===== src/tmr_consts.svh =====
// Constants for the shared timer prescaler, clock select and flags
// How it works
// - Overflow-0 interrupt raised only with its enable and global enable set.
// - Flag register: eight bits, reset zero, compare2 down to overflow0.
// - Compare-0 flag (bit 1) sets when counter equals compare value.
// - Compare-0 flag clears on vector execution or software writing one.
// - Compare-0 interrupt needs global enable, its enable and its flag.
// - Overflow-0 flag (bit 0) sets on overflow, clears like compare flag.
// - In phase correct PWM, overflow-0 sets at direction change at zero.
// - Both timers share one prescaler, each picks its own tap.
// - Clock select 1 counts every system clock.
// - Prescaler taps divide system clock by 8, 64, 256, 1024.
// - Prescaler free running; first prescaled count comes 1 to N+1 later.
// - Prescaler reset restarts the period for both timers.
// - Pin sampled every clock through synchronising flops, then edge detect.
// - Select 7 counts rising pin edges, select 6 falling edges.
// - Pin edge reaches the counter within 2.5 to 3.5 clocks; here TIMER_TICK pulses 2 to 3 clocks after the edge.
// - Pin clock edges never pass through the prescaler.
// - Prescaler reset bit: write one resets, self clears, reads zero.
// - Select: 0 stop, 1 direct, 2-5 taps, 6 fall, 7 rise.
`ifndef TMR_CONSTS_SVH
`define TMR_CONSTS_SVH
`define OFS_FLAGS 4'h0
`define OFS_CTRL 4'h4
`define OFS_CMP0 4'h8
`define OFS_PRESC 4'hc
`define FLAGS_RST 8'h00
`define CTRL_RST 8'h00
`define CMP0_RST 8'h00
`define CTRL_SEL0_LSB 0
`define CTRL_SEL1_LSB 3
`define CTRL_OVF0_EN_BIT 8
`define CTRL_CMP0_EN_BIT 9
`define CTRL_PRESC_RST_BIT 16
`define FLAG_OVF0_BIT 0
`define FLAG_CMP0_BIT 1
`define PRESC_W 10
`define TAP8_END 10'h007
`define TAP64_END 10'h03f
`define TAP256_END 10'h0ff
`define TAP1024_END 10'h3ff
`endif


===== src/tmr_pkg.sv =====
// Types for the shared timer prescaler block
package tmr_pkg;
   typedef enum logic [2:0] {
      SEL_STOP = 3'b000,
      SEL_DIRECT = 3'b001,
      SEL_DIV8 = 3'b010,
      SEL_DIV64 = 3'b011,
      SEL_DIV256 = 3'b100,
      SEL_DIV1024 = 3'b101,
      SEL_PIN_FALL = 3'b110,
      SEL_PIN_RISE = 3'b111
   } clk_sel_e;
   typedef struct packed {
      logic read;
      logic write;
      logic [3:0] address;
      logic [31:0] writedata;
   } avs_req_s;
   typedef struct packed {
      logic cmp0_irq_en;
      logic ovf0_irq_en;
      logic [2:0] clk_sel1;
      logic [2:0] clk_sel0;
   } ctrl_s;
endpackage

===== src/timer_prescaler_clock_select_flags.sv =====
// Shared prescaler, clock select, pin sync and timer-zero flags
`timescale 1ns/10ps
`include "tmr_consts.svh"
module timer_prescaler_clock_select_flags (
   // Clock and reset
   input wire logic CLK,
   input wire logic RST_N,
   // Register bus
   input wire tmr_pkg::avs_req_s AVS_REQ,
   output logic [31:0] AVS_READDATA,
   output logic AVS_WAITREQUEST,
   // External clock pins
   input wire logic EXT_CLK_PIN_ZERO,
   input wire logic EXT_CLK_PIN_ONE,
   // Core and counter side
   input wire logic GLOBAL_IRQ_EN,
   input wire logic VEC_ACK_CMP0,
   input wire logic VEC_ACK_OVF0,
   input wire logic [7:0] CNT0_VALUE,
   input wire logic CNT0_OVF,
   input wire logic CNT0_REV_BOTTOM,
   input wire logic PHASE_PWM0,
   input wire logic [5:0] OTHER_FLAG_SET,
   // Timer count enables and interrupts
   output logic [1:0] TIMER_TICK,
   output logic IRQ_CMP0,
   output logic IRQ_OVF0
);
   import tmr_pkg::*;

   logic wait_q;
   logic [31:0] rdata_q;
   logic acc;
   logic wr_acc;
   logic wr_flags;
   logic wr_ctrl;
   logic wr_cmp0;
   logic presc_rst;
   ctrl_s ctrl_q;
   logic [7:0] cmp0_value_q;
   logic [7:0] flags_q;
   logic [7:0] flags_set;
   logic [7:0] flags_clr;
   logic match_q;
   logic cmp_set;
   logic ovf_set;
   logic [`PRESC_W-1:0] presc_q;
   logic [3:0] tap_en;
   logic [1:0] pin_raw;
   logic [1:0] pin_s1_q;
   logic [1:0] pin_s2_q;
   logic [1:0] pin_s3_q;
   logic [1:0] tick_q;
   logic irq_cmp0_q;
   logic irq_ovf0_q;
   clk_sel_e sel [2];

   // Bus: one wait cycle, then accept
   assign acc = (AVS_REQ.read | AVS_REQ.write) & ~wait_q;
   assign wr_acc = AVS_REQ.write & ~wait_q;
   assign wr_flags = wr_acc && AVS_REQ.address == `OFS_FLAGS;
   assign wr_ctrl = wr_acc && AVS_REQ.address == `OFS_CTRL;
   assign wr_cmp0 = wr_acc && AVS_REQ.address == `OFS_CMP0;
   assign presc_rst = wr_ctrl & AVS_REQ.writedata[`CTRL_PRESC_RST_BIT];

   always_ff @(posedge CLK or negedge RST_N) begin
      if (!RST_N) begin
         wait_q <= 1'b1;
      end else if (acc) begin
         wait_q <= 1'b1;
      end else if (AVS_REQ.read | AVS_REQ.write) begin
         wait_q <= 1'b0;
      end
   end

   always_ff @(posedge CLK or negedge RST_N) begin
      if (!RST_N) begin
         rdata_q <= 32'h0;
      end else if (AVS_REQ.read && wait_q) begin
         case (AVS_REQ.address)
            `OFS_FLAGS: rdata_q <= {24'h0, flags_q};
            `OFS_CTRL: rdata_q <= {22'h0, ctrl_q.cmp0_irq_en,
               ctrl_q.ovf0_irq_en, 2'h0, ctrl_q.clk_sel1, ctrl_q.clk_sel0};
            `OFS_CMP0: rdata_q <= {24'h0, cmp0_value_q};
            `OFS_PRESC: rdata_q <= {22'h0, presc_q};
            default: rdata_q <= 32'h0;
         endcase
      end
   end

   assign AVS_READDATA = rdata_q;
   assign AVS_WAITREQUEST = wait_q;

   // Control and compare value registers
   always_ff @(posedge CLK or negedge RST_N) begin
      if (!RST_N) begin
         ctrl_q <= `CTRL_RST;
      end else if (wr_ctrl) begin
         ctrl_q <= ctrl_s'({AVS_REQ.writedata[`CTRL_CMP0_EN_BIT],
            AVS_REQ.writedata[`CTRL_OVF0_EN_BIT],
            AVS_REQ.writedata[5:0]});
      end
   end

   always_ff @(posedge CLK or negedge RST_N) begin
      if (!RST_N) begin
         cmp0_value_q <= `CMP0_RST;
      end else if (wr_cmp0) begin
         cmp0_value_q <= AVS_REQ.writedata[7:0];
      end
   end

   always_ff @(posedge CLK or negedge RST_N) begin
      if (!RST_N) begin
         match_q <= 1'b0;
      end else begin
         match_q <= CNT0_VALUE == cmp0_value_q;
      end
   end
   assign cmp_set = (CNT0_VALUE == cmp0_value_q) & ~match_q;
   assign ovf_set = PHASE_PWM0 ? CNT0_REV_BOTTOM : CNT0_OVF;

   assign flags_set = {OTHER_FLAG_SET, cmp_set, ovf_set};
   // clear by vector or write one
   assign flags_clr = (wr_flags ? AVS_REQ.writedata[7:0] : 8'h00)
      | {6'h00, VEC_ACK_CMP0, VEC_ACK_OVF0};

   // Set wins over clear
   always_ff @(posedge CLK or negedge RST_N) begin
      if (!RST_N) begin
         flags_q <= `FLAGS_RST;
      end else begin
         flags_q <= (flags_q & ~flags_clr) | flags_set;
      end
   end

   always_ff @(posedge CLK or negedge RST_N) begin
      if (!RST_N) begin
         irq_cmp0_q <= 1'b0;
         irq_ovf0_q <= 1'b0;
      end else begin
         irq_cmp0_q <= GLOBAL_IRQ_EN & ctrl_q.cmp0_irq_en
            & flags_q[`FLAG_CMP0_BIT];
         irq_ovf0_q <= GLOBAL_IRQ_EN & ctrl_q.ovf0_irq_en
            & flags_q[`FLAG_OVF0_BIT];
      end
   end
   assign IRQ_CMP0 = irq_cmp0_q;
   assign IRQ_OVF0 = irq_ovf0_q;

   always_ff @(posedge CLK or negedge RST_N) begin
      if (!RST_N) begin
         presc_q <= '0;
      end else if (presc_rst) begin
         presc_q <= '0;
      end else begin
         presc_q <= presc_q + 10'h001;
      end
   end

   assign tap_en[0] = presc_q[2:0] == `TAP8_END;
   assign tap_en[1] = presc_q[5:0] == `TAP64_END;
   assign tap_en[2] = presc_q[7:0] == `TAP256_END;
   assign tap_en[3] = presc_q == `TAP1024_END;

   assign pin_raw = {EXT_CLK_PIN_ONE, EXT_CLK_PIN_ZERO};
   always_ff @(posedge CLK or negedge RST_N) begin
      if (!RST_N) begin
         pin_s1_q <= 2'h0;
         pin_s2_q <= 2'h0;
         pin_s3_q <= 2'h0;
      end else begin
         pin_s1_q <= pin_raw;
         pin_s2_q <= pin_s1_q;
         pin_s3_q <= pin_s2_q;
      end
   end

   assign sel[0] = clk_sel_e'(ctrl_q.clk_sel0);
   assign sel[1] = clk_sel_e'(ctrl_q.clk_sel1);

   for (genvar t = 0; t < 2; t++) begin : g_sel
      always_ff @(posedge CLK or negedge RST_N) begin
         if (!RST_N) begin
            tick_q[t] <= 1'b0;
         end else begin
            case (sel[t])
               SEL_STOP: tick_q[t] <= 1'b0;
               SEL_DIRECT: tick_q[t] <= 1'b1;
               SEL_DIV8: tick_q[t] <= tap_en[0];
               SEL_DIV64: tick_q[t] <= tap_en[1];
               SEL_DIV256: tick_q[t] <= tap_en[2];
               SEL_DIV1024: tick_q[t] <= tap_en[3];
               SEL_PIN_FALL: tick_q[t] <= pin_s3_q[t] & ~pin_s2_q[t];
               SEL_PIN_RISE: tick_q[t] <= pin_s2_q[t] & ~pin_s3_q[t];
               default: tick_q[t] <= 1'b0;
            endcase
         end
      end
   end
   assign TIMER_TICK = tick_q;
endmodule // timer_prescaler_clock_select_flags


===== config.mk =====
export PLATFORM = sky130hd
export DESIGN_NAME = timer_prescaler_clock_select_flags
export DESIGN_NICKNAME = d
export VERILOG_FILES = /design/src/tmr_pkg.sv /design/src/timer_prescaler_clock_select_flags.sv
export VERILOG_INCLUDE_DIRS = /design/src /design/src/src
export SDC_FILE = /design/constraint.sdc
export NUM_CORES = 1
export LEC_CHECK = 0
export ABC_AREA = 1
export BUFFER_PORTS_ARGS = -buffer_cell sky130_fd_sc_hd__buf_2
export CORE_MARGIN = 2
export CORE_UTILIZATION = 51
export DETAILED_ROUTE_END_ITERATION = 12
export GPL_TIMING_DRIVEN = 0
export PLACE_DENSITY = 0.86
export SLEW_MARGIN = 20
export SYNTH_ARGS = -nofsm -noshare
export SYNTH_HDL_FRONTEND = slang
export SYNTH_SLANG_ARGS = --single-unit

===== constraint.sdc =====
create_clock -name CLK -period 1.3 [get_ports CLK]
set_input_delay 0 -clock CLK [delete_from_list [all_inputs] [get_ports CLK]]
set_output_delay 0 -clock CLK [all_outputs]
set_load 0.02 [all_outputs]

## Word-level counts from Yosys, hierarchy flattened

Cells that the tools add are included.

| word-level totals | value |
|---|---|
| register bits after elaboration | 78 |
| input bits | 62 |
| output and inout port bits | 37 |
| word-level logic and storage cells | 79 |

| operators by class | value |
|---|---|
| $add $sub $neg | 1 |
| equal/unequal tests | 22 |
| mux-type cells | 8 |
| bitwise logic cells | 23 |
| reductions and logical operators | 8 |

Operator list:

| cell | count |
|---|---|
| 10-bit one-hot mux with 4 select lines | 1 |
| 3-bit equality test, second input constant | 9 |
| 1-bit one-hot mux with 8 select lines | 2 |
| 1-bit bitwise AND | 12 |
| 3-bit by 2-bit equality test with 1-bit output, second input constant | 4 |
| 10-bit by 1-bit adder with 10-bit output, second input constant | 1 |
| 10-bit equality test, second input constant | 1 |
| 10-bit 2-to-1 mux | 1 |
| 8-bit bitwise AND | 1 |
| 4-bit equality test, second input constant | 2 |
| 8-bit equality test | 1 |
| 8-bit equality test, second input constant | 1 |
| 8-bit 2-to-1 mux | 1 |
| 8-bit inverter | 1 |
| 8-bit by 2-bit bitwise OR with 8-bit output | 1 |
| 8-bit bitwise OR | 1 |
| 3-bit by 1-bit equality test with 1-bit output, second input constant | 2 |
| 6-bit equality test, second input constant | 1 |
| 3-bit zero test | 2 |
| 1-bit inverter | 6 |
| 4-bit by 3-bit equality test with 1-bit output, second input constant | 1 |
| 1-bit logical AND | 4 |
| 4-bit zero test | 1 |
| 1-bit 2-to-1 mux | 3 |
| 2 further kinds | 2 |

## Longest topological paths before layout

Gate-level depths: netlist (run 1).

| depth | value |
|---|---|
| depth in word-level cells | 8 |
| gate-level depth with buffers | 7 |
| depth with buffers taken out | 7 |

## Worst setup path before layout (run 1)

No wires, ideal clock.

| timing path | value |
|---|---|
| path kind | register to register |
| from | register presc_q[0] |
| to | register tick_q[1] (netlist: TIMER_TICK[1]) |
| setup time | 125 ps |
| arrival time | 1092 ps |
| required time | 1175 ps |
| slack | 82 ps |
| stages on the path, launching flop included | 7 |
| path buffers | 0 |
| period minus slack after synthesis | 1218 ps |
| cell sequence | dfrtp_1 > ha_1 > ha_1 > nand4_1 > nand2_1 > nor2_1 > nand3_1 |

| on the way | value |
|---|---|
| cells in the longest elaborated chain, start to end | 2 |
| elaborated cells on any way between the ends | 5 |
| classes of those cells | 4 x eq/ne; 1 x mux |

Ends and longest elaborated chain:

| what | line | source |
|---|---|---|
| start, declared | timer_prescaler_clock_select_flags.sv:47 | `` logic [`PRESC_W-1:0] presc_q; `` |
| start signal, assigned | timer_prescaler_clock_select_flags.sv:157 | `presc_q <= presc_q + 10'h001;` |
| 10-bit equality test (no line), or another cell as far along | n/a |  |
| 1-bit one-hot mux with 8 select lines * | timer_prescaler_clock_select_flags.sv:187 | `case (sel[t])` |
| end signal, assigned by index | timer_prescaler_clock_select_flags.sv:190 | `SEL_DIV8: tick_q[t] <= tap_en[0];` |
| end signal, assigned by index | timer_prescaler_clock_select_flags.sv:191 | `SEL_DIV64: tick_q[t] <= tap_en[1];` |
| end signal, assigned by index | timer_prescaler_clock_select_flags.sv:192 | `SEL_DIV256: tick_q[t] <= tap_en[2];` |
| end, declared | timer_prescaler_clock_select_flags.sv:53 | `logic [1:0] tick_q;` |

Mark *: on every way between the ends. The rest lies on a longest branch, timed or not.
A chain may end at the register's enable or synchronous reset.

## Final worst setup path (run 1)

| timing path | value |
|---|---|
| from | register presc_q[1] |
| to | register tick_q[0] (netlist: TIMER_TICK[0]) |

Same word-level chain as after synthesis.

==> results_dict.tcl, run 1 <==
set metrics [dict create \
    globalplace.congestion 0.886 \
    n_antenna_cell 0 \
    grt_first_pass_wirelength_um 11500 \
    setup_tns_ps 0 \
    synthDistinctLibCells 30 \
    totalWireLength_um 7050 \
    dieHeight_um 81.5 \
    drt_pass1_iterations 4 \
    hold_class "input pin to register" \
    wl_met3_um 462 \
    ioPinCount 99 \
    tightest_slew_ps 692 \
    finClkSkew_ps 6.82 \
    drc 0 \
    synth_top_cell_area_share_pct 45.0 \
    io_buffers 55 \
    die_area_mm2 0.00664 \
    drtAntennaViolNets 0 \
    period_minus_slack_ps 1240 \
    synthesis.area_mm2 0.00306 \
    power.total_mw 4.92 \
    synth_cells 382 \
    top_layer "met4" \
    vias_per_cell 4.84 \
    area_delta_synth_final_pct 27.7 \
    start_util_pct 52.3 \
    placementRows 28 \
    avgSynthCellArea_um2 8.01 \
    htree_num_levels 2 \
    slew_viol_final 0 \
    critical_path_peak_fanout 4 \
    worstSetupPathType "register to register" \
    reg2reg_from "presc_q[1]" \
    status "finished, final reports clean" \
    coreArea_mm2 0.00585 \
    worst_ep_arrival_time_ps 1490 \
    finalHoldViolCount 0 \
    synthTopCellsByArea "dfrtp_1 45%, nand2_1 12%, nand3_1 6.7%" \
    synth_seq_cells 56 \
    power.leakage_nw 2.05 \
    whs_path_depth 3 \
    final_core_util_pct 66.8 \
    rsz0062_at_grt "true" \
    powerDensity_mw_per_mm2 1260 \
    grt_overflow 0 \
    ys.warnings.count 0 \
    hold_end "cmp0_value_q[0]" \
    ys_seq_area_share_pct 45.8 \
    power.share.clock_pct 20.4 \
    vias 2728 \
    clock_latency_ps 310 \
    cts_inserted_buffers 5 \
    num-nets-final 553 \
    wl_met2_um 3560 \
    clock.fmax_ghz 0.807 \
    cp-end-kind "register" \
    period_share_pct 95.3 \
    clock_path_buffers 2 \
    synth-async-reset-ratio_pct 100 \
    cts_tree "done" \
    drive_gt1_share_pct 25.8 \
    p_seq_share_pct 50.8 \
    first_iter_violations 199 \
    internal_power_mw 3.16 \
    worstRegToRegCells 7 \
    r2r_end "TIMER_TICK[0]" \
    die_w_um 81.5 \
    min_from "AVS_REQ[0]" \
    switching_power_mw 1.76 \
    crit_required_ps 1550 \
    grt_max_degree 57 \
    root_buffer "clkbuf_8" \
    hpwlAfterDp_um 5140 \
    setup_viol_count_final 0 \
    synth-main-ff-cell "dfrtp_1" \
    grt_use_total_pct 22.8 \
    cap_violations 0 \
    wire_per_inst_um 12.5 \
    final_cell_mix "94 x nand2_1, 56 x buf_2, 54 x dfrtp_1" \
    clk_pin_slew_ps 90 \
    cts_sinks 56 \
    m1WireLength_um 2930 \
    grt_pass1_vias 2604 \
    rrSetupSlack_ps 60 \
    switching_share_pct 35.8 \
    synth_top_area_cell "dfrtp_1" \
    pwr-share-comb_pct 28.8 \
    grt_antenna_before_repair 0 \
    relSlewSlack_pct 53.9 \
    ir_drop_v 0.000799 \
    start_kind "register" \
    layout_commonest_cell "nand2_1" \
    synth_edf_count 0 \
]
-- power groups by stage --
stage / logic [mW] / registers (mW) / clock network [mW]
floorplan: 0.879 / 2.47 / 0
detailed placement: 1.30 / 2.49 / 0
CTS: 1.41 / 2.44 / 1.02
finish: 1.42 / 2.50 / 1.01
global route: 1.61 / 2.54 / 1.12
global placement: 1.23 / 2.46 / 0
-- area by class of cell --
class	instances	area [um2]
fill	486	1940
inverter	49	184
clock buffer	7	96.3
buffer	28	209
tap	75	93.8
timing repair buffer	82	543
multi-input combinational	267	1380
sequential	56	1400
-- registers in the layout (all words and copies together) (netlist names) --
name	flops
IRQ_OVF0	1
AVS_READDATA	10
pin_s2_q	2
IRQ_CMP0	1
flags_q	8
pin_s3_q	2
ctrl_q	8
match_q	1
presc_q	10
cmp0_value_q	8
pin_s1_q	2
TIMER_TICK	2
AVS_WAITREQUEST	1
-- layer usage --
layer  up-vias  track usage (%)
li1       1373                -
met4         0             6.95
met1      1236             27.8
met5         -                0
met2       109             40.7
met3        10             4.40
-- metrics by stage --
stage                     worst slack, ps  std cells  area, um2  hold slack (ps)
after CTS                            4.02        566       3880             12.1
after global placement              -86.1        533       3510              108
after global routing                -26.4        564       3910             35.6
after detailed placement             -184        533       3510             93.5
final                                61.4        564       3910             12.0
after floorplan                      82.4        403       3140             -296
-- synth_stat cells, types with 2 or more instances --
cell      count
o21ai_2      14
a21oi_2       2
dfrtp_1      55
ha_1          2
nand4_1       9
inv_1        47
xnor2_1       6
nand2_2       2
nor3_1        8
buf_4        23
nor2_1       38
inv_2         2
buf_2         2
o211ai_1      2
nand3_1      41
clkbuf_1      4
o21ai_0       9
nand2_1      95
a21oi_1       3
xor2_1        2
o21bai_1      2
nand3_4       2
nor2_4        4
buf_6         2
-- critical path, cell delays in order (launching register included) --
cell and delay, ps:
dfrtp_1 400, ha_4 160, nand2_1 90, nor2_4 140
nand3_1 130, nor2_1 140, nor2_1 50, nand3_1 70
-- logic make-up (layout without fill, tap and decap cells) --
kind of cell | Yosys count | in the layout | share of synthesized area (%)
and+or+nand+nor | 202 | 202 | 29.9
buffers and inverters | 80 | 166 | 13.2
DFF | 56 | 56 | 45.8
AOI/OAI and AO/OA | 32 | 32 | 7.52
xor gates and xnor gates | 8 | 8 | 2.29
adders and majority gates | 2 | 2 | 0.817
other | 1 | 22 | 0.122
muxes | 1 | 1 | 0.327
-- worst max path at each step --
| stage | start | endpoint | slack [ps] | depth (start not counted) |
|---|---|---|---|---|
| after global routing | presc_q[0] | TIMER_TICK[1] | -30 | 7 |
| after global placement | presc_q[0] | presc_q[8] | -90 | 6 |
| final | presc_q[1] | TIMER_TICK[0] | 60 | 7 |
| after floorplan | presc_q[0] | TIMER_TICK[1] | 80 | 6 |
| after CTS | presc_q[0] | TIMER_TICK[1] | 4 | 6 |
| after detailed placement | presc_q[0] | presc_q[8] | -180 | 6 |
-- timing repair --
item / 4_1_cts / 5_1_grt
pin swaps: 0 / 4
gates resized for setup: 3 / 7
hold endpoints to repair: 79 / 0
setup buffers: 2 / 0
hold buffers: 25 / 0
setup endpoints to repair: 5 / 9
Note: power is estimated with default switching activity, not from simulation.
==> inputs of run 2 (changes only) <==
--- a/config.mk
+++ b/config.mk
@@ -8,7 +8,6 @@
 export LEC_CHECK = 0
 export ABC_AREA = 1
 export BUFFER_PORTS_ARGS = -buffer_cell sky130_fd_sc_hd__buf_2
-export CORE_MARGIN = 2
 export CORE_UTILIZATION = 51
 export DETAILED_ROUTE_END_ITERATION = 12
 export GPL_TIMING_DRIVEN = 0
==> run 2 against run 1 <==
Critical path type is now input pin to register. Sequential share of layout area decreased by 0.68 points. Non-clock buffer count is 3 higher. Critical endpoint is now flags_q[0]. Maximum frequency down 0.43%. Utilization is 3.8 points higher. Highest routed layer unchanged. First-iteration DRC count fell by 6.5%. Count of clock-buffer cells in the layout is 2 lower. Register-to-register slack about the same. Clock power up 52%. Hold slack better by 39 ps. Via count is 2.1% higher. Power increased by 11%.
==> results_dict.tcl, run 2 (synthesized netlist as in run 1, its figures left out) <==
set metrics [dict create \
    clk_pin_slew_ps 100 \
    final_cell_mix "93 x nand2_1, 56 x buf_2, 54 x dfrtp_1" \
    slew_viol_final 0 \
    globalplace.congestion 0.883 \
    drt_pass1_iterations 4 \
    final_core_util_pct 70.6 \
    drive_gt1_share_pct 26.4 \
    clock_path_buffers 2 \
    totalWireLength_um 7340 \
    power.leakage_nw 2.09 \
    htree_num_levels 2 \
    area_delta_synth_final_pct 30.1 \
    seq_area_mm2 0.00140 \
    drtAntennaViolNets 0 \
    clock.fmax_ghz 0.804 \
    cp-end-kind "register" \
    placedCellCount 530 \
    wire_per_inst_um 13.0 \
    placementRows 27 \
    n_antenna_cell 0 \
    grt_use_total_pct 24.2 \
    worstRegToRegCells 4 \
    worstSetupPathType "input pin to register" \
    die_area_mm2 0.00632 \
    root_buffer "clkbuf_8" \
    die_w_um 79.5 \
    multiInputGateArea_mm2 0.00138 \
    period_share_pct 95.7 \
    clock_latency_ps 320 \
    tightest_slew_ps 693 \
    drc 0 \
    worst_ep_arrival_time_ps 1440 \
    setup_tns_ps 0 \
    finClkSkew_ps 10.6 \
    finalHoldViolCount 0 \
    io_buffers 55 \
    crit_required_ps 1500 \
    cts_inserted_buffers 5 \
    hpwlAfterDp_um 5010 \
    grt_max_degree 57 \
    fin_cells 565 \
    ioPinCount 99 \
    dieHeight_um 79.5 \
    whs_path_depth 6 \
    start_kind "input pin" \
    nFillCells 469 \
    cap_violations 0 \
    layout_commonest_cell "nand2_1" \
    num-nets-final 556 \
    grt_overflow 0 \
    grt_pass1_vias 2576 \
    first_iter_violations 186 \
    ir_drop_v 0.000815 \
    relSlewSlack_pct 53.8 \
    cts_tree "done" \
    grt_first_pass_wirelength_um 11600 \
    setup_viol_count_final 0 \
    vias_per_cell 4.93 \
    powerDensity_mw_per_mm2 1370 \
    vias 2785 \
    start_util_pct 54.3 \
    power.total_mw 5.47 \
    grt_antenna_before_repair 0 \
    cts_sinks 56 \
    hold_class "input pin to register" \
    period_minus_slack_ps 1240 \
    critical_path_peak_fanout 8 \
    coreArea_mm2 0.00564 \
    status "finished, final reports clean" \
]
[run 2: changes by cell type in the layout (fill, tap and decap cells not counted)]
cell,previous run,this run
o21ai_0,9,4
o21ai_1,0,5
bufinv_16,0,3
clkbuf_8,7,5
clkbuf_1,1,2
clkbuf_2,0,1
dlygate4sd3_1,25,26
ha_2,0,1
ha_4,2,1
nand2_1,94,93
nand2_2,3,4
nand3_1,41,40
nand3_2,0,1
[run 2: critical path: stages]
cell	delay, ps
dlygate4sd3_1	530
buf_2	100
inv_1	60
nor2_4	260
nand3_4	200
o21ai_0	220
nand2_1	80
[run 2: report_power, final]
group	internal (mW)	switching, mW	total (mW)	leakage, nW
Sequential	2.08	0.403	2.49	0.678
Clock	0.963	0.575	1.54	0.0784
Combinational	0.603	0.840	1.44	1.33
Total	3.65	1.82	5.47	2.09
[run 2: per-layer routing]
layer | vias up | GRT usage [%] | routed length [um]
met4 | 0 | 7.82 | 165
met1 | 1272 | 30.8 | 3110
met5 | - | 0 | 0
li1 | 1383 | - | -
met2 | 113 | 41.5 | 3570
met3 | 17 | 4.46 | 496
[run 2: final cells by class]
cell class / count / area share (%)
Buffer: 30 / 5.46
Clock buffer: 5 / 1.73
Clock inverter: 3 / 2.26
Inverter: 49 / 4.62
Multi-Input combinational cell: 267 / 34.5
Sequential cell: 56 / 35.2
Tap cell: 72 / 2.26
Timing Repair Buffer: 83 / 13.9
[run 2: path summary, 6_finish.rpt]
kind	slack, ps	to	from
worst max-delay path	60	flags_q[0]	AVS_REQ[36]
worst min-delay path	50	flags_q[1]	CNT0_VALUE[0]
worst max register to register	60	flags_q[0]	AVS_WAITREQUEST
worst min register to register	360	pin_s2_q[1]	pin_s1_q[1]
max in group asynchronous	530	presc_q[0]	RST_N
min in group asynchronous	260	flags_q[5]	RST_N
[run 2: metrics by stage]
stage	instance area, um2	hold slack [ps]	worst slack, ps
2_1_floorplan	3140	-296	82.4
3_3_place_gp	3510	108	-123
3_5_place_dp	3510	95.6	-162
4_1_cts	3950	42.0	5.76
5_1_grt	3980	101	-9.13
6_report	3980	51.5	56.1
[run 2: what timing repair did]
item	in CTS	in global routing
gates resized for setup	3	15
buffers inserted	2	0
endpoints found under the setup margin	5	19
hold buffers	26	0
pin swaps	0	3
endpoints found under the hold margin	82	0
==> inputs of run 3 (changes only) <==
--- a/config.mk
+++ b/config.mk
@@ -8,10 +8,11 @@
 export LEC_CHECK = 0
 export ABC_AREA = 1
 export BUFFER_PORTS_ARGS = -buffer_cell sky130_fd_sc_hd__buf_2
-export CORE_UTILIZATION = 51
+export CORE_UTILIZATION = 35
+export CTS_BUF_LIST = sky130_fd_sc_hd__clkbuf_8
 export DETAILED_ROUTE_END_ITERATION = 12
 export GPL_TIMING_DRIVEN = 0
-export PLACE_DENSITY = 0.86
+export PLACE_DENSITY = 0.65
 export SLEW_MARGIN = 20
 export SYNTH_ARGS = -nofsm -noshare
 export SYNTH_HDL_FRONTEND = slang
==> run 3 against run 2 <==
Sequential cell count is the same. Clock power shrank 27%. Count of clock-buffer cells in the layout is the same. Clock skew shrank 2.7 ps. Highest routed layer unchanged. Non-clock buffer count shrank 1. Combinational power is essentially flat. Global-route usage shrank 8.2 points. Register-to-register slack is essentially flat. Maximum frequency is essentially flat. Power shrank 8.1%.
==> results_dict.tcl, run 3 (synthesized netlist as in run 1, its figures left out) <==
set metrics [dict create \
    status "finished, final reports clean" \
    clock_latency_ps 310 \
    crit_path_frequent_cell "nor2_1" \
    placedCellCount 563 \
    crit_chain "ha_4 -> nand2_1 -> nor2_4 -> nand2_2 -> nor2_1 -> nor2_1 -> nand3_1" \
    cp-end-kind "register" \
    cts_sinks 56 \
    grt_first_pass_wirelength_um 11200 \
    placementRows 33 \
    grt_pass1_vias 2483 \
    worst_ep_arrival_time_ps 1430 \
    switching_share_pct 35.2 \
    layout_commonest_cell "nand2_1" \
    tightest_slew_ps 712 \
    grt_max_degree 57 \
    relSlewSlack_pct 52.6 \
    cts_inserted_buffers 5 \
    hold_class "input pin to register" \
    crit_required_ps 1490 \
    htree_num_levels 2 \
    root_buffer "clkbuf_8" \
    cts_tree "done" \
    placed_area_mm2 0.00355 \
    drt_pass1_iterations 4 \
    drtAntennaViolNets 0 \
    worstSetupPathType "register to register" \
    final_cell_mix "94 x nand2_1, 56 x buf_2, 54 x dfrtp_1" \
    nFillCells 823 \
    ioPinCount 99 \
    vias 2665 \
    start_util_pct 36.7 \
    area_delta_synth_final_pct 29.7 \
    power.total_mw 5.03 \
    setup_viol_count_final 0 \
    p_seq_share_pct 49.2 \
    period_minus_slack_ps 1240 \
    vias_per_cell 4.46 \
    slowest_delay_ps 420 \
    slowest_stage "dfrtp_1" \
    clock_path_buffers 2 \
    first_iter_violations 180 \
    finalHoldViolCount 0 \
    totalWireLength_um 6880 \
    grt_use_total_pct 16.0 \
    hpwlAfterDp_um 5160 \
    dieHeight_um 95.5 \
    start_kind "register" \
    powerDensity_mw_per_mm2 1270 \
    rsz0062_at_grt "true" \
    fin_cells 597 \
    num-nets-final 555 \
    io_buffers 55 \
    design_area_mm2 0.00397 \
    grt_antenna_before_repair 0 \
    die_area_mm2 0.00913 \
    power.leakage_nw 2.07 \
    slew_viol_final 0 \
    drive_gt1_share_pct 26.4 \
    n_antenna_cell 0 \
    ir_drop_v 0.000641 \
    switching_power_mw 1.77 \
    cap_violations 0 \
    holdWs_ps 3.96 \
    power.share.clock_pct 22.5 \
    pwr-share-comb_pct 28.3 \
    period_share_pct 95.7 \
    internal_power_mw 3.26 \
    clock.fmax_ghz 0.804 \
    critical_path_peak_fanout 4 \
    wire_per_inst_um 11.5 \
    clk_pin_slew_ps 100 \
    grt_overflow 0 \
    die_w_um 95.5 \
    globalplace.congestion 0.809 \
    coreArea_mm2 0.00834 \
    finClkSkew_ps 7.93 \
    drc 0 \
]
## run 3: worst max-delay path: cells and delay by family (launching register included)
kind          cells  cell delay, ps
simple gates      6             530
flops             1             420
fa+ha+maj         1             180
## run 3: power groups by stage
stage	Combinational [mW]	Sequential (mW)	Clock [mW]
global route	1.62	2.52	1.22
detailed placement	1.29	2.48	0
global placement	1.25	2.47	0
CTS	1.40	2.43	1.17
finish	1.42	2.47	1.13
floorplan	0.879	2.47	0
## run 3: cell type report
class                   count  area [um2]  share of cell area [%]
plain buffers              30         218                    5.48
clock buffers               5        68.8                    1.73
clock inverters             3        38.8                   0.977
inverters                  49         184                    4.63
multi-input cells         267        1390                    34.9
flip-flops and latches     56        1400                    35.3
well taps                 105         131                    3.31
repair buffers             82         541                    13.6
## run 3: worst paths after layout
| path | start | to | slack, ps | cells past startpoint |
|---|---|---|---|---|
| worst max-delay path | presc_q[0] | TIMER_TICK[0] | 60 | 7 |
| worst min-delay path | AVS_REQ[5] | cmp0_value_q[5] | 4 | 3 |
| worst max register to register | presc_q[0] | TIMER_TICK[0] | 60 | 7 |
| worst min register to register | pin_s1_q[0] | pin_s2_q[0] | 360 | 0 |
| max in group asynchronous | RST_N | presc_q[5] | 510 | 2 |
| min in group asynchronous | RST_N | cmp0_value_q[2] | 280 | 2 |
## run 3: through the flow
step	setup TNS, ps	util (%)	worst slack (ps)
after floorplan	0	-	82.4
after global placement	-201	42.5	-71.8
after detailed placement	-239	42.6	-85.4
after CTS	0	47.0	8.74
after global routing	-13.6	47.6	-6.86
final	0	47.6	55.5
## run 3: routing by layer
layer,part of all wire (%),track usage [%],routed length [um],vias up
met4,0.64,3.98,44,0
li1,-,-,-,1384
met2,45,26.4,3110,86
met5,0,0,0,-
met3,5.2,2.47,357,5
met1,49,22.0,3370,1190
## run 3: what timing repair did
item / CTS / global route
endpoints found under the setup margin: 4 / 22
buffers inserted: 2 / 1
hold buffers: 24 / 0
hold endpoints to repair: 79 / 0
pin swaps: 0 / 5
resized for setup: 2 / 13
cloned: 0 / 0
